<file path="config.mk">
export PLATFORM = sky130hd
export DESIGN_NAME = dmr_mode_regs
export DESIGN_NICKNAME = d
export VERILOG_FILES = /design/src/rtl/dmr_pkg.sv /design/src/rtl/dmr_mode_regs.sv
export SDC_FILE = /design/constraint.sdc
export NUM_CORES = 1
export LEC_CHECK = 0
export ABC_CLOCK_PERIOD_IN_PS = 1800
export BUFFER_PORTS_ARGS = -buffer_cell sky130_fd_sc_hd__buf_2
export CORE_UTILIZATION = 47
export CTS_CLUSTER_DIAMETER = 200
export CTS_CLUSTER_SIZE = 14
export DETAILED_ROUTE_END_ITERATION = 6
export GPL_ROUTABILITY_DRIVEN = 1
export PLACE_DENSITY = 0.85
export SYNTH_ARGS = -nofsm -noshare
export SYNTH_HDL_FRONTEND = slang
export SYNTH_SLANG_ARGS = --single-unit
</file>
<file path="constraint.sdc">
create_clock -name i_clk -period 1.8 [get_ports i_clk]
set_input_delay 0 -clock i_clk [delete_from_list [all_inputs] [get_ports i_clk]]
set_output_delay 0 -clock i_clk [all_outputs]
set_load 0.01 [all_outputs]
</file>
<file path="src/rtl/dmr_pkg.sv">
// Constants, field layouts and carriers for the DRAM mode-register group
// Assumes a single 200 MHz command clock and decoded mode-register commands
// Notes on behaviour
// - Max-activate code reports tested limit: 001=700K down to 110=200K, 111 reserved
// - Unlimited bit set means no activate limit and max-activate code reads zero
// - Repair-resource register is read-only, one bit per bank, one when repair remains
// - Writes to test register 1E are accepted and change nothing
// - Multipurpose opcode 1000011 returns pattern A then pattern B on data lanes
// - Pattern A resets to 5A and takes any later write to its address
// - Pattern return inverts each lane whose per-lane invert bit is set
// - Upper-byte mask/inversion pin is never inverted during pattern return
// - No bus-inversion encoding is applied to calibration return data
// - Correction enable bit 7 switches on-die correction, resets to one
// - Error-pin enable bit 6, reset zero, drives error pad only while correction on
// - Record-clear bit 5 clears both flags and counter, then self-clears
// - Double-bit and event flags set on detection and hold until record clear
// - Event counter starts at zero and counts each detected event
// - Event counter saturates at its maximum instead of wrapping
package dmr_pkg;
   localparam logic [5:0] ADDR_ACT_TRR = 6'h18;
   localparam logic [5:0] ADDR_REPAIR = 6'h19;
   localparam logic [5:0] ADDR_TEST_IGN = 6'h1e;
   localparam logic [5:0] ADDR_PAT_A = 6'h20;
   localparam logic [5:0] ADDR_ECC_CTL = 6'h21;
   localparam logic [5:0] ADDR_ECC_CNT = 6'h22;

   localparam logic [7:0] PAT_A_RESET = 8'h5a;
   localparam logic [6:0] OPC_READ_CAL = 7'h43;

   localparam int BIT_TRR_EN = 7;
   localparam int BIT_TRR_BANK_HI = 6;
   localparam int BIT_TRR_BANK_LO = 4;
   localparam int BIT_UNLIMITED = 3;
   localparam int BIT_ECC_ON = 7;
   localparam int BIT_ERR_PIN = 6;
   localparam int BIT_REC_CLR = 5;
   localparam int BIT_DOUBLE = 1;
   localparam int BIT_EVENT = 0;

   localparam logic [2:0] MAC_UNKNOWN = 3'h0;
   localparam logic [2:0] MAC_RESERVED = 3'h7;
   localparam logic [7:0] CNT_MAX = 8'hff;
   localparam int BURST_BITS = 16;

   // One decoded command from the command/address decoder
   typedef struct packed {
      logic mode_register_write;
      logic mrr;
      logic multipurpose_command;
      logic [5:0] addr;
      logic [7:0] op;
   } dmr_cmd_s;

   // Per-lane calibration bits for one beat, DQ[15:0] and DATA_MASK_INVERSION_PIN[1:0]
   typedef struct packed {
      logic [1:0] data_mask_inversion_pin;
      logic [15:0] dq;
   } dmr_beat_s;
endpackage

</file>
<file path="src/rtl/dmr_mode_regs.sv">
// Mode registers for max-activate, row refresh, repair, calibration pattern A and ECC
// Assumes commands arrive pre-decoded and one beat of calibration data leaves per clock
`timescale 1ns/1ps
module dmr_mode_regs #(
   parameter int BANKS = 8,
   parameter logic [2:0] MAC_CODE = 3'h1,
   parameter bit MAC_UNLIMITED = 1'b0
) (
   input wire logic i_clk,
   input wire logic i_reset_n,
   input wire dmr_pkg::dmr_cmd_s i_cmd,
   input wire logic [BANKS-1:0] i_repair_avail,
   input wire logic [7:0] i_pattern_b,
   input wire logic [7:0] i_invert_lower,
   input wire logic [7:0] i_invert_upper,
   input wire logic i_bus_inv_read_en,
   input wire logic i_ecc_event,
   input wire logic i_ecc_double,
   output logic [7:0] o_read_data,
   output logic o_read_valid,
   output dmr_pkg::dmr_beat_s o_cal_beat,
   output logic o_cal_valid,
   output logic o_correction_enable,
   output logic o_targeted_row_refresh,
   output logic [2:0] o_target_bank_select,
   output logic o_err_pad
);
   // Refused at elaboration: the register layout fixes both of these
   if (BANKS != 8) begin : g_bad_banks
      $error("Repair register maps exactly eight banks");
   end
   if (MAC_CODE == dmr_pkg::MAC_RESERVED) begin : g_bad_mac
      $error("Reserved max-activate code");
   end

   typedef enum logic [1:0] {
      DMR_IDLE = 2'b01,
      DMR_SEND = 2'b10
   } dmr_state_e;

   logic [7:0] pattern_a;
   logic trr_en;
   logic [2:0] trr_bank;
   logic ecc_on;
   logic err_pin_en;
   logic flag_double;
   logic flag_event;
   logic [7:0] event_count;
   logic [15:0] cal_stream;
   logic [4:0] bit_idx;
   dmr_state_e state;
   logic cal_start;
   logic record_clear;
   logic cal_bit;

   function automatic logic wr_to(input dmr_pkg::dmr_cmd_s c, input logic [5:0] a);
      return c.mode_register_write && (c.addr == a);
   endfunction

   assign cal_start = i_cmd.multipurpose_command && (i_cmd.op[6:0] == dmr_pkg::OPC_READ_CAL);
   // Pulse only; the bit is never stored, so it reads back as zero
   assign record_clear = wr_to(i_cmd, dmr_pkg::ADDR_ECC_CTL) && i_cmd.op[dmr_pkg::BIT_REC_CLR];
   assign cal_bit = cal_stream[bit_idx[3:0]];

   // Test register 1E decodes to nothing on purpose
   always_ff @(posedge i_clk or negedge i_reset_n) begin
      if (!i_reset_n) begin
         pattern_a <= dmr_pkg::PAT_A_RESET;
      end else if (wr_to(i_cmd, dmr_pkg::ADDR_PAT_A)) begin
         pattern_a <= i_cmd.op;
      end
   end

   always_ff @(posedge i_clk or negedge i_reset_n) begin
      if (!i_reset_n) begin
         trr_en <= 1'b0;
         trr_bank <= 3'h0;
      end else if (wr_to(i_cmd, dmr_pkg::ADDR_ACT_TRR)) begin
         trr_en <= i_cmd.op[dmr_pkg::BIT_TRR_EN];
         trr_bank <= i_cmd.op[dmr_pkg::BIT_TRR_BANK_HI:dmr_pkg::BIT_TRR_BANK_LO];
      end
   end

   always_ff @(posedge i_clk or negedge i_reset_n) begin
      if (!i_reset_n) begin
         ecc_on <= 1'b1;
         err_pin_en <= 1'b0;
      end else if (wr_to(i_cmd, dmr_pkg::ADDR_ECC_CTL)) begin
         ecc_on <= i_cmd.op[dmr_pkg::BIT_ECC_ON];
         err_pin_en <= i_cmd.op[dmr_pkg::BIT_ERR_PIN];
      end
   end

   // Detection beats the clear in the same cycle so no event is lost
   always_ff @(posedge i_clk or negedge i_reset_n) begin
      if (!i_reset_n) begin
         flag_double <= 1'b0;
         flag_event <= 1'b0;
      end else begin
         if (ecc_on && i_ecc_double) begin
            flag_double <= 1'b1;
         end else if (record_clear) begin
            flag_double <= 1'b0;
         end
         if (ecc_on && i_ecc_event) begin
            flag_event <= 1'b1;
         end else if (record_clear) begin
            flag_event <= 1'b0;
         end
      end
   end

   always_ff @(posedge i_clk or negedge i_reset_n) begin
      if (!i_reset_n) begin
         event_count <= 8'h00;
      end else if (ecc_on && i_ecc_event) begin
         if (record_clear) begin
            event_count <= 8'h01;
         end else if (event_count != dmr_pkg::CNT_MAX) begin
            event_count <= event_count + 8'h01;
         end
      end else if (record_clear) begin
         event_count <= 8'h00;
      end
   end

   // Mode-register read answers the next cycle; write-only fields read zero
   always_ff @(posedge i_clk or negedge i_reset_n) begin
      if (!i_reset_n) begin
         o_read_data <= 8'h00;
         o_read_valid <= 1'b0;
      end else begin
         o_read_valid <= i_cmd.mrr;
         o_read_data <= 8'h00;
         if (i_cmd.mrr) begin
            case (i_cmd.addr)
               dmr_pkg::ADDR_ACT_TRR: begin
                  o_read_data[dmr_pkg::BIT_UNLIMITED] <= MAC_UNLIMITED;
                  o_read_data[2:0] <= MAC_UNLIMITED ? dmr_pkg::MAC_UNKNOWN : MAC_CODE;
               end
               dmr_pkg::ADDR_REPAIR: o_read_data <= i_repair_avail;
               dmr_pkg::ADDR_ECC_CTL: begin
                  o_read_data[dmr_pkg::BIT_ECC_ON] <= ecc_on;
                  o_read_data[dmr_pkg::BIT_ERR_PIN] <= err_pin_en;
                  o_read_data[dmr_pkg::BIT_DOUBLE] <= flag_double;
                  o_read_data[dmr_pkg::BIT_EVENT] <= flag_event;
               end
               dmr_pkg::ADDR_ECC_CNT: o_read_data <= event_count;
               default: o_read_data <= 8'h00;
            endcase
         end
      end
   end

   // Pattern A then B, low-order bit first
   always_ff @(posedge i_clk or negedge i_reset_n) begin
      if (!i_reset_n) begin
         state <= DMR_IDLE;
         cal_stream <= 16'h0000;
         bit_idx <= 5'h00;
      end else begin
         case (state)
            DMR_IDLE: begin
               if (cal_start) begin
                  cal_stream <= {i_pattern_b, pattern_a};
                  bit_idx <= 5'h00;
                  state <= DMR_SEND;
               end
            end
            DMR_SEND: begin
               if (bit_idx == 5'(dmr_pkg::BURST_BITS - 1)) begin
                  state <= DMR_IDLE;
               end
               bit_idx <= bit_idx + 5'h01;
            end
            default: state <= DMR_IDLE;
         endcase
      end
   end

   // Bus-inversion enable deliberately unused here: calibration return is never encoded
   always_ff @(posedge i_clk or negedge i_reset_n) begin
      if (!i_reset_n) begin
         o_cal_beat <= '0;
         o_cal_valid <= 1'b0;
      end else begin
         o_cal_valid <= (state == DMR_SEND);
         if (state == DMR_SEND) begin
            o_cal_beat.dq <= {16{cal_bit}} ^ {i_invert_upper, i_invert_lower};
            o_cal_beat.data_mask_inversion_pin <= {2{cal_bit}};
         end else begin
            o_cal_beat <= '0;
         end
      end
   end

   assign o_correction_enable = ecc_on;
   assign o_targeted_row_refresh = trr_en;
   assign o_target_bank_select = trr_bank;
   assign o_err_pad = ecc_on && err_pin_en && (flag_event || flag_double);

   a_err_pad_gate: assert property (@(posedge i_clk) disable iff (!i_reset_n)
      o_err_pad |-> (ecc_on && err_pin_en))
      else $error("Error pad driven while gated off");
   a_clear_flags: assert property (@(posedge i_clk) disable iff (!i_reset_n)
      (record_clear && !i_ecc_event && !i_ecc_double) |=> (!flag_event && !flag_double
      && event_count == 8'h00))
      else $error("Record clear left state behind");
   a_flag_sticky: assert property (@(posedge i_clk) disable iff (!i_reset_n)
      (flag_event && !record_clear) |=> flag_event)
      else $error("Event flag dropped without clear");
   a_count_step: assert property (@(posedge i_clk) disable iff (!i_reset_n)
      (ecc_on && i_ecc_event && !record_clear && event_count != dmr_pkg::CNT_MAX)
      |=> event_count == $past(event_count) + 8'h01)
      else $error("Event counter did not step");
   a_count_sat: assert property (@(posedge i_clk) disable iff (!i_reset_n)
      (event_count == dmr_pkg::CNT_MAX && !record_clear) |=> event_count == dmr_pkg::CNT_MAX)
      else $error("Event counter wrapped");
   a_pat_a_load: assert property (@(posedge i_clk) disable iff (!i_reset_n)
      wr_to(i_cmd, dmr_pkg::ADDR_PAT_A) |=> pattern_a == $past(i_cmd.op))
      else $error("Pattern A not loaded");
   a_cal_length: assert property (@(posedge i_clk) disable iff (!i_reset_n)
      (state == DMR_IDLE && cal_start) |=> ##1 o_cal_valid [*8] ##1 o_cal_valid [*8]
      ##1 !o_cal_valid)
      else $error("Calibration burst length wrong");
   a_dmi_true: assert property (@(posedge i_clk) disable iff (!i_reset_n)
      o_cal_valid |-> (o_cal_beat.data_mask_inversion_pin == {2{$past(cal_bit)}}))
      else $error("Mask pin data not true pattern");
   a_mac_read: assert property (@(posedge i_clk) disable iff (!i_reset_n)
      (i_cmd.mrr && i_cmd.addr == dmr_pkg::ADDR_ACT_TRR) |=>
      (o_read_data[dmr_pkg::BIT_UNLIMITED] == MAC_UNLIMITED
      && (!o_read_data[dmr_pkg::BIT_UNLIMITED] || o_read_data[2:0] == dmr_pkg::MAC_UNKNOWN)))
      else $error("Max-activate field nonzero when unlimited");

   // Read path: layout of each answer and the fields that never show
   a_mac_reserved: assert property (@(posedge i_clk) disable iff (!i_reset_n)
      (i_cmd.mrr && i_cmd.addr == dmr_pkg::ADDR_ACT_TRR)
      |=> (o_read_valid && o_read_data[2:0] != dmr_pkg::MAC_RESERVED))
      else $error("Reserved max-activate code read back");
   a_trr_write_only: assert property (@(posedge i_clk) disable iff (!i_reset_n)
      (i_cmd.mrr && i_cmd.addr == dmr_pkg::ADDR_ACT_TRR)
      |=> o_read_data[dmr_pkg::BIT_TRR_EN:dmr_pkg::BIT_TRR_BANK_LO] == 4'h0)
      else $error("Row-refresh settings visible on read");
   a_repair_read: assert property (@(posedge i_clk) disable iff (!i_reset_n)
      (i_cmd.mrr && i_cmd.addr == dmr_pkg::ADDR_REPAIR)
      |=> (o_read_valid && o_read_data == $past(i_repair_avail)))
      else $error("Repair flags read wrong");
   a_read_idle: assert property (@(posedge i_clk) disable iff (!i_reset_n)
      !i_cmd.mrr |=> (!o_read_valid && o_read_data == 8'h00))
      else $error("Read data without a read");
   a_test_read_zero: assert property (@(posedge i_clk) disable iff (!i_reset_n)
      (i_cmd.mrr && i_cmd.addr == dmr_pkg::ADDR_TEST_IGN) |=> o_read_data == 8'h00)
      else $error("Test register read nonzero");
   a_pat_a_hidden: assert property (@(posedge i_clk) disable iff (!i_reset_n)
      (i_cmd.mrr && i_cmd.addr == dmr_pkg::ADDR_PAT_A) |=> o_read_data == 8'h00)
      else $error("Write-only pattern visible on read");
   a_flag_read: assert property (@(posedge i_clk) disable iff (!i_reset_n)
      (i_cmd.mrr && i_cmd.addr == dmr_pkg::ADDR_ECC_CTL)
      |=> (o_read_data[dmr_pkg::BIT_DOUBLE] == $past(flag_double)
      && o_read_data[dmr_pkg::BIT_EVENT] == $past(flag_event)))
      else $error("Error flags read wrong");
   a_clear_reads_zero: assert property (@(posedge i_clk) disable iff (!i_reset_n)
      (i_cmd.mrr && i_cmd.addr == dmr_pkg::ADDR_ECC_CTL)
      |=> !o_read_data[dmr_pkg::BIT_REC_CLR])
      else $error("Record clear bit read back as one");
   a_count_read: assert property (@(posedge i_clk) disable iff (!i_reset_n)
      (i_cmd.mrr && i_cmd.addr == dmr_pkg::ADDR_ECC_CNT) |=> o_read_data == $past(event_count))
      else $error("Event counter read wrong");

   // Stored settings change only on a write to their own address
   a_test_reg_ignored: assert property (@(posedge i_clk) disable iff (!i_reset_n)
      wr_to(i_cmd, dmr_pkg::ADDR_TEST_IGN) |=> ($stable(pattern_a) && $stable(trr_en)
      && $stable(trr_bank) && $stable(ecc_on) && $stable(err_pin_en)))
      else $error("Test register write changed a setting");
   a_trr_load: assert property (@(posedge i_clk) disable iff (!i_reset_n)
      wr_to(i_cmd, dmr_pkg::ADDR_ACT_TRR)
      |=> (trr_en == $past(i_cmd.op[dmr_pkg::BIT_TRR_EN]) && trr_bank
      == $past(i_cmd.op[dmr_pkg::BIT_TRR_BANK_HI:dmr_pkg::BIT_TRR_BANK_LO])))
      else $error("Row-refresh settings not loaded");
   a_trr_hold: assert property (@(posedge i_clk) disable iff (!i_reset_n)
      !wr_to(i_cmd, dmr_pkg::ADDR_ACT_TRR) |=> ($stable(trr_en) && $stable(trr_bank)))
      else $error("Row-refresh settings changed without write");
   a_pat_a_hold: assert property (@(posedge i_clk) disable iff (!i_reset_n)
      !wr_to(i_cmd, dmr_pkg::ADDR_PAT_A) |=> $stable(pattern_a))
      else $error("Pattern A changed without write");
   a_ecc_on_load: assert property (@(posedge i_clk) disable iff (!i_reset_n)
      wr_to(i_cmd, dmr_pkg::ADDR_ECC_CTL)
      |=> ecc_on == $past(i_cmd.op[dmr_pkg::BIT_ECC_ON]))
      else $error("Correction enable not loaded");
   a_err_pin_load: assert property (@(posedge i_clk) disable iff (!i_reset_n)
      wr_to(i_cmd, dmr_pkg::ADDR_ECC_CTL)
      |=> err_pin_en == $past(i_cmd.op[dmr_pkg::BIT_ERR_PIN]))
      else $error("Error pin enable not loaded");

   // Error records
   a_event_set: assert property (@(posedge i_clk) disable iff (!i_reset_n)
      (ecc_on && i_ecc_event) |=> flag_event)
      else $error("Event flag not set");
   a_double_set: assert property (@(posedge i_clk) disable iff (!i_reset_n)
      (ecc_on && i_ecc_double) |=> flag_double)
      else $error("Double-bit flag not set");
   a_double_sticky: assert property (@(posedge i_clk) disable iff (!i_reset_n)
      (flag_double && !record_clear) |=> flag_double)
      else $error("Double-bit flag dropped without clear");
   a_off_no_record: assert property (@(posedge i_clk) disable iff (!i_reset_n)
      (!ecc_on && !flag_event && !flag_double) |=> (!flag_event && !flag_double))
      else $error("Error recorded while correction off");
   a_count_hold: assert property (@(posedge i_clk) disable iff (!i_reset_n)
      (!(ecc_on && i_ecc_event) && !record_clear) |=> $stable(event_count))
      else $error("Event counter moved without event");
   a_pad_on: assert property (@(posedge i_clk) disable iff (!i_reset_n)
      (ecc_on && err_pin_en && (flag_event || flag_double)) |-> o_err_pad)
      else $error("Error pad silent with error recorded");
   a_pad_needs_flag: assert property (@(posedge i_clk) disable iff (!i_reset_n)
      o_err_pad |-> (flag_event || flag_double))
      else $error("Error pad driven without error");

   // Calibration return
   a_cal_capture: assert property (@(posedge i_clk) disable iff (!i_reset_n)
      (state == DMR_IDLE && cal_start)
      |=> cal_stream == {$past(i_pattern_b), $past(pattern_a)})
      else $error("Calibration patterns not captured");
   a_cal_first_bit: assert property (@(posedge i_clk) disable iff (!i_reset_n)
      (state == DMR_IDLE && cal_start) |=> ##1 (o_cal_valid && o_cal_beat.data_mask_inversion_pin[0] == cal_stream[0]))
      else $error("Calibration did not start with bit zero");
   a_cal_stream_hold: assert property (@(posedge i_clk) disable iff (!i_reset_n)
      (state == DMR_SEND) |=> $stable(cal_stream))
      else $error("Calibration restarted during a burst");
   a_state_onehot: assert property (@(posedge i_clk) disable iff (!i_reset_n)
      $onehot(state))
      else $error("Calibration state not one-hot");
   a_dq_invert: assert property (@(posedge i_clk) disable iff (!i_reset_n)
      o_cal_valid |-> ((o_cal_beat.dq ^ {16{o_cal_beat.data_mask_inversion_pin[0]}})
      == {$past(i_invert_upper), $past(i_invert_lower)}))
      else $error("Lane inversion wrong");
   a_no_bus_inv: assert property (@(posedge i_clk) disable iff (!i_reset_n)
      (o_cal_valid && $past(i_bus_inv_read_en)) |-> (o_cal_beat.dq
      == ({16{$past(cal_bit)}} ^ {$past(i_invert_upper), $past(i_invert_lower)})))
      else $error("Calibration data encoded");

   // Checker helper: a run of valid beats must be one whole burst
   logic [4:0] valid_run;
   always_ff @(posedge i_clk or negedge i_reset_n) begin
      if (!i_reset_n) begin
         valid_run <= 5'h00;
      end else if (o_cal_valid) begin
         valid_run <= valid_run + 5'h01;
      end else begin
         valid_run <= 5'h00;
      end
   end
   a_burst_max: assert property (@(posedge i_clk) disable iff (!i_reset_n)
      valid_run <= 5'(dmr_pkg::BURST_BITS))
      else $error("Calibration burst too long");
   a_burst_exact: assert property (@(posedge i_clk) disable iff (!i_reset_n)
      (!o_cal_valid && valid_run != 5'h00) |-> valid_run == 5'(dmr_pkg::BURST_BITS))
      else $error("Calibration burst too short");
endmodule

</file>
# After elaboration in Yosys (flattened, before gate mapping)

Index checks and enable logic that the tools add are counted.

Bits in registers: 75
Input port bits: 54
Output and inout bits: 34
Word-level logic and storage cells: 70

Add/subtract/negate cells: 2
Magnitude comparators: 1
Equality and inequality tests: 12
Muxes and demuxes: 20
Bitwise operators: 1
Reductions and logical operators: 18

Operator list:

| kind                                                | count |
|---|---|
| 2-to-1 mux 8 bit                                    | 5 |
| == test 6 bit (second input constant)               | 3 |
| 2-to-1 mux 18 bit                                   | 1 |
| bitwise XOR 16 bit                                  | 1 |
| == test 6 x 5 -> 1 bit (second input constant)      | 2 |
| case mux 2 bit (2 select lines)                     | 3 |
| case mux 5 bit (2 select lines)                     | 1 |
| logical AND 1 bit                                   | 9 |
| adder 8 x 1 -> 8 bit (second input constant)        | 1 |
| inequality test 8 bit (second input constant)       | 1 |
| case mux 2 bit (4 select lines)                     | 1 |
| AND reduction 2 bit                                 | 4 |
| nonzero test 2 bit                                  | 4 |
| == test 7 bit (second input constant)               | 1 |
| case mux 2 bit (3 select lines)                     | 1 |
| adder 5 x 1 -> 5 bit (second input constant)        | 1 |
| == test 5 x 4 -> 1 bit (second input constant)      | 1 |
| < comparator 4 x 5 -> 1 bit (second input constant) | 1 |
| 2-to-1 mux 5 bit                                    | 1 |
| binary-select mux 1 bit (select 4 bit)              | 1 |
| 2-to-1 mux 1 bit                                    | 4 |
| 2-to-1 mux 2 bit                                    | 2 |
| inequality test 2 bit (second input constant)       | 2 |
| == test 2 x 1 -> 1 bit (second input constant)      | 1 |
| 2 further kinds                                     | 2 |

# Logic depth before layout (Yosys ltp)

Depth in word-level cells: 5
Depth in mapped cells: 7
Depth with buffers taken out: 5

# Worst setup path before layout

OpenSTA, ideal clock, no wires.

Path type: register to register
Start point: register bit_idx[1]
End point: register o_cal_beat[10] (netlist bit)
Setup time: 132 ps
Data arrival time: 1915 ps
Required time: 1668 ps
Setup slack: -247 ps
Stages on the path, launching flop included: 8
Path buffers: 3
Clock period less this slack: 2047 ps
Cells stage by stage: dfrtp_1 buf_6 mux4_1 mux4_2 buf_6 buf_12 xnor2_2 nor2_1

Word-level cells in the longest chain between the ends: 4

RTL lines:

| item                                   | RTL line             | RTL |
|---|---|---|
| from (decl)                            | dmr_mode_regs.sv:50  | `logic [4:0] bit_idx;` |
| from (signal assigned)                 | dmr_mode_regs.sv:174 | `bit_idx <= bit_idx + 5'h01;` |
| binary-select mux 1 bit (select 4 bit) | dmr_mode_regs.sv:63  | `assign cal_bit = cal_stream[bit_idx[3:0]];` |
| 2-to-1 mux 1 bit (implied by the code) | dmr_mode_regs.sv:63  |  |
| bitwise XOR 16 bit                     | dmr_mode_regs.sv:189 | `o_cal_beat.dq <= {16{cal_bit}} ^ {i_invert_upper, i_invert_lower};` |
| 2-to-1 mux 18 bit                      | dmr_mode_regs.sv:188 | `if (state == DMR_SEND) begin` |
| to (decl)                              | dmr_mode_regs.sv:21  | `output dmr_pkg::dmr_beat_s o_cal_beat,` |

Every way passes these cells. The select of a mux whose other input is x is not followed.
A chain may end at the register's enable or synchronous reset.

# Worst setup path after layout

Start point: register bit_idx[1]
End point: register o_cal_beat[4] (netlist bit)

Same word-level chain as after synthesis.

==> implementation parameters <==
Parameter                              Value

Placed design
  Sum of net half-perimeters after detailed placement    4720 microns
  Worst setup slack before clock tree synthesis    -0.314 ns
  RD Place Congestion    0.915
  Count of buffers from port buffering    86

Critical path
  Critical path start-end classification    register to register
  Critical R2R Capture    o_cal_beat[4]
  Delay contributed by the slowest stage of the critical path    0.53 ns
  Standard cell with the maximum stage delay on the critical path    sky130_fd_sc_hd__mux4_2
  Worst path buffer plus inverter count    1
  Worst path cell trace    mux4_2, mux4_2, buf_12, xnor2_1, nor2_1
  Total stage count of the critical path    5
  Crit path launch type    register
  R2r setup slk    -0.19 ns
  Critical Path Fanout Max    17
  Launch point of the worst path    bit_idx[1]
  Most common cell type on the critical path    sky130_fd_sc_hd__mux4_2
  Top cell family by delay on the critical path    multiplexers
  CP required    2.03 ns
  Last element of the critical path    o_cal_beat[4]
  Crit end category    register
  FF-to-FF Start    bit_idx[1]
  Data arrival time of the critical path    2.22 ns
  Worst R2R Path Depth    5

STA
  Worst setup slack after layout    -0.192 ns
  Maximum clock frequency    0.502 GHz
  Number of pins with negative max-slew slack in the final report    0
  Transition time at the pin with the least slew margin    0.499 ns
  Post-layout min period    1.99 ns
  Unrepaired setup endpoints after global routing    yes
  Slew HR    66.3%
  Worst hold slack    0.0322 ns
  Hold Fails Final Rpt    0
  Worst clock skew    0.00841 ns
  Finish-stage setup viols    17
  Final period util    111%

Yosys
  Post-synthesis sequential area ratio    55.7%
  Synthesized-area fraction occupied by ao, oa, aoi and oai cells    5.17%
  Synth top area cells    sky130_fd_sc_hd__dfrtp_1 51%, sky130_fd_sc_hd__mux2_2 10%, sky130_fd_sc_hd__dfstp_2 4.7%
  Total of warnings raised by yosys    0
  Mapped Avg Cell Area    13.2 sq um
  FF+latch count, synth    74
  Multiplexer fraction of the synthesized cell area    14.7%
  Synthesized-area fraction occupied by and/or/nand/nor cells    11.8%
  Number of enable flip-flop cells after synthesis    0
  Adder and majority cell fraction of the synthesized area    1.12%
  Largest family of logic cells by synthesized area    multiplexers
  Synth top area share    50.9%
  Count of distinct cell types in the synthesized netlist    43
  Most used flip-flop cell after synthesis    sky130_fd_sc_hd__dfrtp_1
  Post-synth net total    311
  Fraction of synthesized cell area in xor and xnor cells    7.53%
  Post-synth design cell area    0.00334 sq mm
  Asr flop ratio synth    100%
  Syn Inst Count    254
  Cell accounting for the most synthesized area    sky130_fd_sc_hd__dfrtp_1

Clocking
  Worst skew pair latency    0.33 ns
  Total clock sinks    74
  Clock transition at the register clock pins on the worst setup and hold paths after CTS    0.08 ns
  Max clock buf depth    2
  CTS H-tree lvls    3
  TritonCTS clock tree    done
  Buffer cell driving the clock tree root    sky130_fd_sc_hd__clkbuf_8
  Number of buffers added by the clock tree synthesis step    9

Layout
  Utilization after layout    66.6%
  Most frequent standard cell in the layout excluding fill and tap cells    sky130_fd_sc_hd__buf_2
  Net count, final    449
  Fraction of final layout cells with drive strength greater than 1    42.3%
  Filler instances    500
  Most used cells in the layout excluding fill and tap cells    86 x sky130_fd_sc_hd__buf_2, 67 x sky130_fd_sc_hd__dfrtp_1, 43 x sky130_fd_sc_hd__dlygate4sd3_1, 30 x sky130_fd_sc_hd__mux2_2, 25 x sky130_fd_sc_hd__nor2_1
  Area growth from synthesis to final layout    36.3%
  Register area    0.00186 sq mm
  Area used by multi-input combinational logic    0.00136 sq mm
  Diode count    0

Power and ir drop
  Pwr Density    814 mW/mm^2
  Leakage power summed over all cells    2.28 nW
  Design Power    3.71 mW
  Max IR drop VDD    0.504 mV

Routing
  Average via count per standard cell    5.02
  1st-iter DRT viols    229
  Detailed Routing Iterations Pass 1    4
  Post-route ant nets    0
  Via Count    2477
  Average routed wire per standard cell    14.8 microns
  Remaining routing DRC violations    0
  Wirelength, routed    7290 microns

Die
  Die height    86.3 microns
  Die extent in x    86.3 microns
  Number of top-level pins    88
  Initial core utilization    48.9%
  Core Box Area    0.00683 sq mm
  Site row count    30
  Die Footprint    0.00745 sq mm

Global routing
  Number of antenna violations at the first check in global routing    0
  Via count of the first global-routing pass    2497
  Global-route wire length before repair    11800 microns
  Pin count of the biggest net entering global routing    75
  Overall track demand over capacity in global routing    21.1%
  Overflow left after global routing    0

Min path
  Cells on Worst Hold Path    3
  Launch point of the worst hold path    i_cmd[9]
  Hold/Removal Path Class    input port to register

Job
  Max cap viols    0

Status
  Outcome    finished, violations left
  Violations in the final reports    setup timing
==> Yosys cell counts, types with 2 or more instances <==
| cell | instances |
|---|---|
| sky130_fd_sc_hd__buf_6 | 2 |
| sky130_fd_sc_hd__ha_1 | 3 |
| sky130_fd_sc_hd__and3_1 | 3 |
| sky130_fd_sc_hd__dfrtp_1 | 68 |
| sky130_fd_sc_hd__o211ai_1 | 3 |
| sky130_fd_sc_hd__xnor2_2 | 9 |
| sky130_fd_sc_hd__nor4b_1 | 2 |
| sky130_fd_sc_hd__mux2i_1 | 3 |
| sky130_fd_sc_hd__nand2_1 | 12 |
| sky130_fd_sc_hd__dfstp_2 | 6 |
| sky130_fd_sc_hd__a22oi_1 | 4 |
| sky130_fd_sc_hd__nor4_1 | 2 |
| sky130_fd_sc_hd__nor4bb_1 | 2 |
| sky130_fd_sc_hd__and2_1 | 4 |
| sky130_fd_sc_hd__a21oi_1 | 2 |
| sky130_fd_sc_hd__clkbuf_1 | 6 |
| sky130_fd_sc_hd__xor2_1 | 4 |
| sky130_fd_sc_hd__o21ai_0 | 6 |
| sky130_fd_sc_hd__a222oi_1 | 3 |
| sky130_fd_sc_hd__nor3_1 | 3 |
| sky130_fd_sc_hd__nand2b_1 | 3 |
| sky130_fd_sc_hd__nand3_1 | 4 |
| sky130_fd_sc_hd__inv_1 | 7 |
| sky130_fd_sc_hd__mux4_1 | 3 |
| sky130_fd_sc_hd__mux2_2 | 30 |
| sky130_fd_sc_hd__xnor2_1 | 8 |
| sky130_fd_sc_hd__mux4_2 | 2 |
| sky130_fd_sc_hd__nand4_1 | 4 |
| sky130_fd_sc_hd__nor2b_1 | 8 |
| sky130_fd_sc_hd__nor2_1 | 25 |
==> per-stage QoR <==
| step | cell area, sq um | TNS (ns) | instances |
|---|---|---|---|
| floorplan | 3330 | -2.66 | 254 |
| global placement | 3860 | -3.32 | 433 |
| detailed placement | 3860 | -4.69 | 433 |
| global route | 4550 | -4.42 | 493 |
| CTS | 4530 | -3.14 | 493 |
| finish | 4550 | -2.82 | 493 |
==> state kept, by name, indices dropped and copies added (netlist names), 2 cells and up <==
register              count
bit_idx                   5
cal_stream               16
o_target_bank_select      3
event_count               8
pattern_a                 8
o_read_data               8
o_cal_beat               17
state                     2
==> metal layers <==
metal / global-route usage, % / share of wire [%] / routed length [microns] / vias to the layer above
met5: 0 / 0 / 0 / -
met4: 11.5 / 2.8 / 203 / 0
met3: 3.33 / 5.1 / 372 / 18
met2: 35.1 / 51 / 3700 / 104
met1: 26.6 / 41 / 3020 / 1188
li1: - / - / - / 1167
==> cell type report <==
| class | count | area share (%) |
|---|---|---|
| Tap cell | 96 | 2.64 |
| Multi-Input combinational cell | 161 | 29.8 |
| Clock buffer | 12 | 3.41 |
| Inverter | 7 | 0.577 |
| Timing Repair Buffer | 139 | 21.1 |
| Clock inverter | 4 | 1.62 |
| Sequential cell | 74 | 40.9 |
==> worst register-to-register path, stage by stage, from the launching register on <==
cell                      delay [ns]
sky130_fd_sc_hd__dfrtp_2        0.45
sky130_fd_sc_hd__mux4_2         0.53
sky130_fd_sc_hd__mux4_2         0.50
sky130_fd_sc_hd__buf_12         0.20
sky130_fd_sc_hd__xnor2_1        0.15
sky130_fd_sc_hd__nor2_1         0.06
==> cells by family (layout without fill, tap and decap cells) <==
| logic type | after synthesis | after routing |
|---|---|---|
| compound gates | 24 | 24 |
| fa+ha+maj | 3 | 3 |
| simple gates | 75 | 75 |
| mux | 38 | 38 |
| xor+xnor | 21 | 21 |
| flops | 74 | 74 |
| buf+inv | 19 | 162 |
==> report_power, final <==
group	internal, mW	total, mW	switching [mW]	leakage, nW
Sequential	1.76	1.84	0.0824	0.983
Clock	0.858	1.45	0.593	0.117
Combinational	0.238	0.413	0.175	1.19
==> worst min-delay path by stage <==
| stage | endpoint | slack, ns |
|---|---|---|
| 2_1_floorplan | bit_idx[0] | -0.30 |
| 3_3_place_gp | o_target_bank_select[2] | 0.05 |
| 3_5_place_dp | err_pin_en | 0.05 |
| 4_1_cts | o_read_data[0] | 0.002 |
| 5_1_grt | o_read_data[0] | 0.02 |
| 6_report | o_read_data[0] | 0.03 |
==> what timing repair did <==
item	4_1_cts	5_1_grt
hold buffers	43	0
pin swaps	0	0
endpoints found under the setup margin	17	34
resized for setup	1	3
endpoints found under the hold margin	123	0
buffers inserted	1	0
No activity file was read; power rests on OpenSTA's default activity.
